### src/verilog/asop_defines.svh
// What this block does
// - Pipeline advances on rising clock edge only
// - Sample word is unsigned straight binary
// - Word and flag registered, held until next edge
// - Output control high puts outputs in high impedance
// - Overrange flag set above full scale
// - Overrange forces all code bits to one
// - Bit zero least significant, three-state outputs
// - Twelve cycle latency, one sample per clock
`ifndef ASOP_DEFINES_SVH
`define ASOP_DEFINES_SVH
`define ASOP_CODE_W 10
`define ASOP_LATENCY 12
`define ASOP_FIFO_DEPTH 8
`define ASOP_FIFO_AW 3
`define ASOP_CODE_MAX 10'h3FF
`define ASOP_CODE_ZERO 10'h000
`define ASOP_CAL_CYCLES 10000
`endif

### src/verilog/asop_pkg.sv
`include "asop_defines.svh"
package asop_pkg;
   typedef logic [`ASOP_CODE_W-1:0] asop_code_t;
endpackage

### src/verilog/asop_fifo.sv
`timescale 1ns/10ps
`default_nettype none
module asop_fifo #(
   parameter int WIDTH = 11,
   parameter int DEPTH = 8,
   parameter int AW = 3
) (
   input wire logic core_clk,
   input wire logic rst_n,
   input wire logic in_valid,
   output logic in_ready,
   input wire logic [WIDTH-1:0] in_data,
   output logic out_valid,
   input wire logic out_ready,
   output logic [WIDTH-1:0] out_data
);
   logic [WIDTH-1:0] mem [DEPTH];
   logic [AW-1:0] wr_ff, nxt_wr, rd_ff, nxt_rd;
   logic [AW:0] cnt_ff, nxt_cnt;
   logic push, pop;

   assign in_ready = (cnt_ff != DEPTH[AW:0]);
   assign out_valid = (cnt_ff != '0);
   assign out_data = mem[rd_ff];

   always_comb begin
      push = in_valid && in_ready;
      pop = out_valid && out_ready;
      nxt_wr = push ? wr_ff + 1'b1 : wr_ff;
      nxt_rd = pop ? rd_ff + 1'b1 : rd_ff;
      nxt_cnt = cnt_ff + {{AW{1'b0}}, push} - {{AW{1'b0}}, pop};
   end

   always_ff @(posedge core_clk or negedge rst_n) begin
      if (!rst_n) begin
         wr_ff <= '0;
         rd_ff <= '0;
         cnt_ff <= '0;
      end else begin
         wr_ff <= nxt_wr;
         rd_ff <= nxt_rd;
         cnt_ff <= nxt_cnt;
      end
   end

   always_ff @(posedge core_clk) begin
      if (push) begin
         mem[wr_ff] <= in_data;
      end
   end
endmodule // asop_fifo
`default_nettype wire

### src/verilog/asop_port.sv
`timescale 1ns/10ps
`default_nettype none
`include "asop_defines.svh"
module asop_port (
   input wire logic core_clk,
   input wire logic rst_n,
   input wire asop_pkg::asop_code_t conv_code,
   input wire logic conv_over,
   input wire logic out_ctl,
   output logic [`ASOP_CODE_W-1:0] sample_code_o,
   output logic [`ASOP_CODE_W-1:0] sample_code_oe,
   output logic overrange_flag_o,
   output logic overrange_flag_oe,
   output logic word_valid,
   output logic fifo_full
);
   import asop_pkg::*;
   localparam int W = `ASOP_CODE_W + 1;
   localparam int L = `ASOP_LATENCY - 1;

   // Conversion pipeline: one stage per clock, rising edge only
   logic [W-1:0] pipe_ff [L];
   logic [W-1:0] nxt_pipe [L];
   logic [W-1:0] head_data;
   logic head_valid, fifo_ready, fifo_valid;
   logic [W-1:0] fifo_data;
   logic [L-1:0] vld_ff, nxt_vld;
   logic [W-1:0] word_ff, nxt_word;
   logic wv_ff, nxt_wv;
   logic [2:0] oc_sync_ff;
   logic [2:0] nxt_oc_sync;
   logic oc_ff, nxt_oc;

   always_comb begin
      nxt_pipe[0] = {conv_over, conv_code};
      for (int i = 1; i < L; i++) begin
         nxt_pipe[i] = pipe_ff[i-1];
      end
      nxt_vld = {vld_ff[L-2:0], 1'b1};
   end

   always_ff @(posedge core_clk or negedge rst_n) begin
      if (!rst_n) begin
         for (int i = 0; i < L; i++) begin
            pipe_ff[i] <= '0;
         end
         vld_ff <= '0;
      end else begin
         for (int i = 0; i < L; i++) begin
            pipe_ff[i] <= nxt_pipe[i];
         end
         vld_ff <= nxt_vld;
      end
   end

   assign head_data = pipe_ff[L-1];
   assign head_valid = vld_ff[L-1];
   assign fifo_full = !fifo_ready;

   // Buffer in front of the output register; the output always drains it
   asop_fifo #(
      .WIDTH(W),
      .DEPTH(`ASOP_FIFO_DEPTH),
      .AW(`ASOP_FIFO_AW)
   ) u_fifo (
      .core_clk(core_clk),
      .rst_n(rst_n),
      .in_valid(head_valid),
      .in_ready(fifo_ready),
      .in_data(head_data),
      .out_valid(fifo_valid),
      .out_ready(1'b1),
      .out_data(fifo_data)
   );

   always_comb begin
      nxt_word = word_ff;
      nxt_wv = fifo_valid;
      if (fifo_valid) begin
         nxt_word[`ASOP_CODE_W] = fifo_data[`ASOP_CODE_W];
         if (fifo_data[`ASOP_CODE_W]) begin
            nxt_word[`ASOP_CODE_W-1:0] = `ASOP_CODE_MAX;
         end else begin
            nxt_word[`ASOP_CODE_W-1:0] = fifo_data[`ASOP_CODE_W-1:0];
         end
      end
      nxt_oc_sync = {oc_sync_ff[1:0], out_ctl};
      nxt_oc = (oc_sync_ff[2] == oc_sync_ff[1]) ? oc_sync_ff[2] : oc_ff;
   end

   always_ff @(posedge core_clk or negedge rst_n) begin
      if (!rst_n) begin
         word_ff <= '0;
         wv_ff <= 1'b0;
         oc_sync_ff <= 3'h7;
         oc_ff <= 1'b1;
      end else begin
         word_ff <= nxt_word;
         wv_ff <= nxt_wv;
         oc_sync_ff <= nxt_oc_sync;
         oc_ff <= nxt_oc;
      end
   end

   assign sample_code_o = word_ff[`ASOP_CODE_W-1:0];
   assign overrange_flag_o = word_ff[`ASOP_CODE_W];
   assign sample_code_oe = {`ASOP_CODE_W{!oc_ff}};
   assign overrange_flag_oe = !oc_ff;
   assign word_valid = wv_ff;
endmodule // asop_port
`default_nettype wire

### config.mk
export PLATFORM = sky130hd
export DESIGN_NAME = asop_port
export DESIGN_NICKNAME = d
export VERILOG_FILES = /design/src/verilog/asop_pkg.sv /design/src/verilog/asop_fifo.sv /design/src/verilog/asop_port.sv
export VERILOG_INCLUDE_DIRS = /design/src /design/src/verilog
export SDC_FILE = /design/constraint.sdc
export NUM_CORES = 1
export LEC_CHECK = 0
export BUFFER_PORTS_ARGS = -buffer_cell sky130_fd_sc_hd__clkbuf_2
export CAP_MARGIN = 25
export CORE_UTILIZATION = 40
export CTS_CLUSTER_DIAMETER = 40
export DETAILED_ROUTE_END_ITERATION = 16
export PLACE_DENSITY = 0.59
export SYNTH_ARGS = -nofsm -noshare
export SYNTH_HDL_FRONTEND = slang
export SYNTH_HIERARCHICAL = 1
export SYNTH_SLANG_ARGS = --single-unit
### constraint.sdc
create_clock -name core_clk -period 2.15 [get_ports core_clk]
set_input_delay 0.43 -clock core_clk [delete_from_list [all_inputs] [get_ports core_clk]]
set_output_delay 0.43 -clock core_clk [all_outputs]
set_load 0.05 [all_outputs]
After elaboration in Yosys (flattened, before gate mapping)
Memory sizes are Yosys's and may differ from the RTL's. Index checks and enable logic that the tools add are counted.

Register bits: 158. Bits in writable memories: 88. Input port bits: 14. Output and inout port bits: 24. Word-level logic and storage cells: 33. Memories kept: 1.

Add/subtract/negate cells: 4. Equality and inequality tests: 2. Multiplexer cells: 3. Reductions and logical operators: 4.

Memories: u_fifo.mem (words 8, width 11, read ports 1, clocked after memory_dff 0, write ports 1, RTL line asop_fifo.sv:17) `logic [WIDTH-1:0] mem [DEPTH];`.

Operators with widths (number): $mux W10 (1); $add A3 B1 Y3 const B (2); $add A4 B1 Y4 (1); $ne A4 B4 Y1 const B (1); $reduce_bool A4 Y1 (1); $sub A4 B1 Y4 (1); $logic_not A1 Y1 (2); $mux W1 (2); $eq A1 B1 Y1 (1); $logic_and A1 B1 Y1 (1).

Logic depth before layout (Yosys ltp)
Gate-level depths: netlist (run 1).

Depth in word-level cells: 4. Gate-level depth with buffers: 11. Depth with buffers taken out: 11.

Modules after synthesis
Netlist (run 1), hierarchy kept.

By module, submodules not included: asop_fifo (times used 1, cells each 182, area an instance 3962.6 µm², sequential area each 2892.8 µm²); asop_port (times used 1, cells each 196, area an instance 3961.3 µm², sequential area each 3708.6 µm²).

Worst setup path after synthesis (run 1)
Ideal clock, no wire load.

Kind: register -> register. From: register u_fifo.cnt_ff[2]. To: register u_fifo.cnt_ff[2]. Library setup time: 0.122 ns. Data arrival time: 2.218 ns. Required time: 2.028 ns. Setup slack: -0.190 ns. Stages on the path, launching flop included: 11. Path buffers: 0. Period minus slack after synthesis: 2.340 ns. Path through: dfrtp_1 > inv_1 > ha_1 > or3b_2 > nand2_1 > inv_1 > ha_1 > inv_1 > ha_1 > fa_1 > xor2_1.

RTL lines: start, declared (RTL line asop_fifo.sv:19) `logic [AW:0] cnt_ff, nxt_cnt;`; start signal, assigned (RTL line asop_fifo.sv:42) `cnt_ff <= nxt_cnt;`; $reduce_bool A4 Y1 (RTL line asop_fifo.sv:23) `assign out_valid = (cnt_ff != '0);`; named net fifo_valid (RTL line asop_port.sv:25) `logic head_valid, fifo_ready, fifo_valid;`; $sub A4 B1 Y4 (RTL line asop_fifo.sv:31) `nxt_cnt = cnt_ff + {{AW{1'b0}}, push} - {{AW{1'b0}}, pop};`; named net u_fifo.nxt_cnt[2] (RTL line asop_fifo.sv:19).

The timed path passes the listed nets, and every way through them passes these cells. A chain may end at the register's enable or synchronous reset.

Worst setup path after layout (run 1)
From: register u_fifo.cnt_ff[2]. To: output fifo_full.

Cells in the longest elaborated chain, start to end: 2.

RTL lines: $ne A4 B4 Y1 (RTL line asop_fifo.sv:22) `assign in_ready = (cnt_ff != DEPTH[AW:0]);`; named net fifo_ready (RTL line asop_port.sv:25); $logic_not A1 Y1 (RTL line asop_port.sv:58) `assign fifo_full = !fifo_ready;`; end, declared (RTL line asop_port.sv:15) `output logic fifo_full`.

The timed path passes the listed nets, and every way through them passes these cells.

==> results of run 1 <==
cell type report:
cell class	count	area share
Clock buffer	35	0.0812
Clock inverter	19	0.0144
Inverter	8	0.00309
Multi-Input combinational cell	106	0.126
Sequential cell	246	0.679
Tap cell	265	0.0341
Timing Repair Buffer	80	0.0625
placed cells by master, fill, tap and decap left out, drive strengths merged, types with 2 or more instances in the layout:
cell type and n:
a21oi 11, buf 31, clkbuf 71, clkinv 7
clkinvlp 5, conb 3, dfrtp 154, dfstp 4
dlygate4sd3 13, edfxtp 88, ha 8, inv 15
mux2 14, mux4 22, nand2 3, nand2b 2
nand3 3, nor2 26, nor3 2, or3b 2
xnor2 4, xor2 2
timing repair:
item / CTS / global route
setup buffers: 7 / 2
setup endpoints to repair: 26 / 5
hold endpoints to repair: 62 / 0
pin swaps: 2 / 2
hold buffers: 13 / 0
gates resized for setup: 12 / 3
how the worst max path moves through the flow:
stage	cells past startpoint	to	startpoint
floorplan	10	u_fifo/cnt_ff[2]	u_fifo/cnt_ff[2]
global placement	10	u_fifo/cnt_ff[2]	u_fifo/cnt_ff[2]
detailed placement	10	u_fifo/cnt_ff[3]	u_fifo/cnt_ff[2]
CTS	5	fifo_full	u_fifo/cnt_ff[2]
global route	5	fifo_full	u_fifo/cnt_ff[2]
finish	5	fifo_full	u_fifo/cnt_ff[2]
flip-flops by register name, indices dropped and copies added, names as in the netlist:
name / cells
head_data: 11
oc_ff: 1
u_fifo/cnt_ff: 4
u_fifo/wr_ff: 3
nxt_pipe: 110
oc_sync_ff: 3
u_fifo/rd_ff: 3
vld_ff: 11
u_fifo/mem: 88
word_ff: 11
word_valid: 1
worst max-delay path, delay by kind of cell (launching register included):
family        cells  cell delay, ps
fa+ha+maj         1             140
buf+inv           3             300
flops             1             370
simple gates      1             410
logic make-up after synthesis:
logic type / Yosys count / share of synthesized area
other: 1 / 0.000473
AND/OR/NAND/NOR: 39 / 0.0216
XOR/XNOR: 6 / 0.00663
AO/OA/AOI/OAI: 12 / 0.00790
multiplexers: 36 / 0.0919
buffers and inverters: 28 / 0.0219
flip-flops: 246 / 0.833
adder cells (fa/ha/maj): 10 / 0.0164
power groups by stage:
| stage | clock network (uW) | registers [uW] | logic (uW) |
|---|---|---|---|
| final | 4520 | 5780 | 2680 |
| after CTS | 4670 | 5790 | 2710 |
| after detailed placement | 0 | 5850 | 2580 |
| after global placement | 0 | 5810 | 2510 |
| after floorplan | 0 | 6040 | 1660 |
| after global routing | 4870 | 5840 | 2890 |
per-stage QoR:
step | total power, uW | hold slack, ps | worst slack [ps] | util
after floorplan | 7700 | 134 | -11.9 | -
after global placement | 8330 | 332 | 6.77 | 0.439
after detailed placement | 8430 | 335 | -58.1 | 0.439
after CTS | 13200 | 347 | -56.5 | 0.499
after global routing | 13600 | 345 | -82.2 | 0.500
final | 13000 | 345 | -23.2 | 0.500
metal layers:
| metal | global-route usage | vias to the layer above |
|---|---|---|
| met3 | 0.0285 | 22 |
| met2 | 0.206 | 71 |
| met4 | 0.0492 | 0 |
| met1 | 0.154 | 1757 |
| met5 | 0 | - |
| li1 | - | 1542 |
==> flow_summary.toml, run 1 <==
[pwr]
cellInternalPower_uw = 9320
p_switching_uw = 3650
power.density_nw_per_um2 = 1330
clockPowerShare = 0.348
ir_drop_v = 0.000700
pwr-share-seq = 0.445
pwr-share-comb = 0.206
switching_share = 0.281
power.leakage_uw = 0.00395

[floorplan]
initial_core_util = 0.407
die_area_um2 = 20400
core-area_um2 = 19500
die_w_um = 143
io_pins = 38
die_y_um = 143
fp-row-count = 51

[drt]
num_vias = 3392
wl_met2_mm = 5.85
vias_per_cell = 4.47
drt_iter0_drc = 127
wl_met3_um = 477
wire_per_inst_um = 15.3
top_layer_used = "met4"
wl_met1_mm = 4.95
firstDrtPassIters = 4
drtAntennaViolNets = 0
drt_wl_total_mm = 11.6
drc = 0

[synthesis]
post_synth_main_area_contributors = "dfrtp_1, edfxtp_1, mux4_1"
ys_warn_count = 6
syn_area_per_cell_um2 = 21.0
synthArstFlopShare = 0.642
syn_area_um2 = 7920
syn_inst = 378
synthMostInstantiatedCell = "dfrtp_1"
synth-edff-count = 88
synth_top_area_frac = 0.486
yosysTopAreaCell = "dfrtp_1"
ys_seq_area_frac = 0.833
synth_flop_cell = "dfrtp_1"
ys_types = 27
yosys-top-cells-count = "dfrtp_1, edfxtp_1, nor2_1, mux4_1, mux2_2"
synth-seq-cells = 246

[timing]
finalHoldViolations = 0
rsz0062_at_grt = "yes"
slew_viol_final = 0
fmax_ghz = 0.460
setup-violations-final = 3
timing.final.crit_share = 1.01
tightest_slew_ps = 647
slew_headroom = 0.567
setup_ws_ps = -23.2
tns_ps = -39.2
min_period_ps = 2170
skew_ps = 13.9

[critical_path]
crit_fanout = 4
crit_path_frequent_cell = "inv_2"
cp_data_required_time_ps = 1720
crit_slowest_cell = "or3b_4"
slowest_delay_ps = 410
r2r_start = "u_fifo/cnt_ff[3]"
endpoint_kind = "output pin"
reg2reg_depth = 10
cp-start-kind = "register"
r2r_end = "u_fifo/cnt_ff[2]"
rrSetupSlack_ps = -20
crit_chain = "inv_2, ha_1, or3b_4, inv_2, clkbuf_16"
arrival_ps = 1740
critPathKind = "register to output pin"

[hold_path]
holdPathEnd = "nxt_pipe[47]"
hold_path_class = "register to register"
min_path_cells = 0
hold_start = "nxt_pipe[58]"

[clocking]
ctsHtreeMaxLevel = 1
clock_path_buffers = 3
numCtsBuffers = 29
clk_latency_ps = 530
path_clk_slew_ps = 60
cts_tree = "yes"
cts_root_buf = "clkbuf_16"
cts_sinks = 246

[placement]
hpwl_mm = 6.41
place_area_um2 = 8540
gp_congestion = 0.705
dp_cells = 684
portBuffers = 37

[global_route]
grt_pass1_wl_mm = 18.8
overflow = 0
grt_pass1_vias = 3517
track_usage = 0.123
antenna_found_initial = 0
grt_max_degree = 58

[layout]
seqCellArea_um2 = 6600
synthToLayoutAreaGrowth_pct = 22.7
n_antenna_cell = 0
drive_gt1_frac = 0.308
stdcell_area_um2 = 9730
nets = 494
multi_input_area_um2 = 1220
fin_cells = 759
fillers = 1564

[run]
cap_violations = 0

[outcome]
outcome = "complete, but fails checks"
violations = "setup timing"
Power figures use the tool's default switching activity.
==> inputs of run 2 (changes only) <==
- CORE_UTILIZATION: 40 -> 54
- MAX_ROUTING_LAYER: default -> met4
- PLACE_DENSITY: 0.59 -> 0.75
==> flow_summary.toml, run 2 (same netlist as run 1, synthesis figures left out) <==
[placement]
gp_congestion = 0.745
portBuffers = 37
hpwl_mm = 6.44

[critical_path]
arrival_ps = 2540
crit_fanout = 2
cp_data_required_time_ps = 2540
critPathKind = "register to register"
reg2reg_depth = 10
r2r_end = "u_fifo/cnt_ff[2]"
endpoint_kind = "register"
cp-start-kind = "register"
r2r_start = "u_fifo/cnt_ff[3]"
rrSetupSlack_ps = -4

[global_route]
grt_pass1_vias = 3670
track_usage = 0.183
grt_max_degree = 44
overflow = 0
grt_pass1_wl_mm = 19.4
antenna_found_initial = 0

[outcome]
violations = "setup timing"
outcome = "complete, but fails checks"

[clocking]
cts_sinks = 246
cts_root_buf = "clkbuf_16"
path_clk_slew_ps = 60
ctsHtreeMaxLevel = 1
numCtsBuffers = 28
cts_tree = "yes"
clock_path_buffers = 3
clk_latency_ps = 520

[timing]
fmax_ghz = 0.464
timing.final.crit_share = 1.00
slew_viol_final = 0
setup-violations-final = 2
skew_ps = 15.6
setup_ws_ps = -4.29
tns_ps = -7.64
slew_headroom = 0.616
min_period_ps = 2150
tightest_slew_ps = 574
finalHoldViolations = 0
rsz0062_at_grt = "yes"

[layout]
nets = 485
n_antenna_cell = 0
drive_gt1_frac = 0.302
synthToLayoutAreaGrowth_pct = 21.4
final_cell_mix = "dfrtp_1, edfxtp_1, clkbuf_2"
largest_reg_flops = 110
final_common_cell = "dfrtp_1"
fillers = 897

[pwr]
cellInternalPower_uw = 9630
p_switching_uw = 3630
pwr-share-comb = 0.206
clockPowerShare = 0.359
report.power.total_uw = 13300
pwr-share-seq = 0.435
power.density_nw_per_um2 = 1380
power.leakage_uw = 0.00395
ir_drop_v = 0.00111
switching_share = 0.274

[hold_path]
hold_path_class = "input pin to register"
hold_start = "conv_code[7]"
min_path_cells = 1
holdPathEnd = "nxt_pipe[106]"

[drt]
drt_wl_total_mm = 12.3
wire_per_inst_um = 18.6
vias_per_cell = 5.07
drtAntennaViolNets = 0
drc = 0
num_vias = 3368
firstDrtPassIters = 4
drt_iter0_drc = 175

[run]
cap_violations = 0

[floorplan]
die_area_um2 = 15200
die_y_um = 123
fp-row-count = 43
io_pins = 38
core-area_um2 = 14100
initial_core_util = 0.562
die_w_um = 123
==> run 2: changes by cell type in the layout (fill, tap and decap cells not counted), sizes merged <==
| cell | delta |
|---|---|
| dlygate4sd3 | -1 |
| bufinv | +2 |
| clkinvlp | -4 |
| inv | -4 |
| clkinv | +1 |
| buf | -7 |
| clkbuf | +3 |
==> run 2: power groups by stage <==
stage / Combinational (uW) / Sequential [uW] / Clock, uW
floorplan: 1660 / 6040 / 0
global placement: 2490 / 5780 / 0
detailed placement: 2580 / 5830 / 0
CTS: 2720 / 5780 / 4870
global route: 2940 / 5840 / 5040
finish: 2730 / 5770 / 4760
==> run 2: final cells by class <==
| type | count | area (um2) | share of cell area |
|---|---|---|---|
| clock buffers | 38 | 831 | 0.0863 |
| clock inverters | 14 | 144 | 0.0150 |
| inverters | 8 | 30.0 | 0.00312 |
| multi-input cells | 106 | 1250 | 0.130 |
| flip-flops and latches | 246 | 6600 | 0.686 |
| well taps | 180 | 225 | 0.0234 |
| repair buffers | 72 | 542 | 0.0563 |
==> run 2: per-layer routing <==
metal	global-route usage	wire (um)	share of wire	vias up
met5	-	0	0	-
met3	0.0337	477	0.039	32
met1	0.218	4990	0.40	1728
met2	0.315	6520	0.53	82
met4	0.0625	351	0.028	0
li1	-	-	-	1526
==> run 2: timing repair <==
| action | CTS | global route |
|---|---|---|
| cloned | 0 | 0 |
| hold endpoints to repair | 47 | 2 |
| resized for setup | 14 | 3 |
| setup buffers | 3 | 0 |
| setup endpoints to repair | 4 | 4 |
| pin swaps | 3 | 2 |
| hold buffers | 10 | 2 |
==> run 2: worst max-delay path by stage <==
stage,cells past startpoint,slack [ps],to,from
floorplan,10,-10,u_fifo/cnt_ff[2],u_fifo/cnt_ff[2]
global placement,8,20,u_fifo/cnt_ff[1],u_fifo/cnt_ff[2]
detailed placement,8,-40,u_fifo/cnt_ff[1],u_fifo/cnt_ff[2]
CTS,5,-20,fifo_full,u_fifo/cnt_ff[2]
global route,10,-70,u_fifo/cnt_ff[2],u_fifo/cnt_ff[3]
finish,10,-4,u_fifo/cnt_ff[2],u_fifo/cnt_ff[3]
==> run 2: through the flow <==
step / cell area [um2] / util / setup WS, ps / hold slack (ps) / std cells
6_report: 9620 / 0.683 / -4.29 / 20.0 / 664
5_1_grt: 9620 / 0.683 / -73.5 / 2.57 / 664
4_1_cts: 9590 / 0.680 / -19.7 / 0.312 / 662
3_5_place_dp: 8420 / 0.597 / -43.1 / 335 / 597
3_3_place_gp: 8420 / 0.597 / 23.4 / 332 / 597
2_1_floorplan: 7960 / - / -11.9 / 134 / 380
==> run 2: critical path, stage by stage, from the launching register on <==
cell and delay (ps):
dfrtp_1 410, inv_1 70, ha_1 120, or3b_4 390
nand2_4 90, inv_2 50, ha_4 260, inv_2 40
ha_4 150, fa_2 330, xor2_1 140
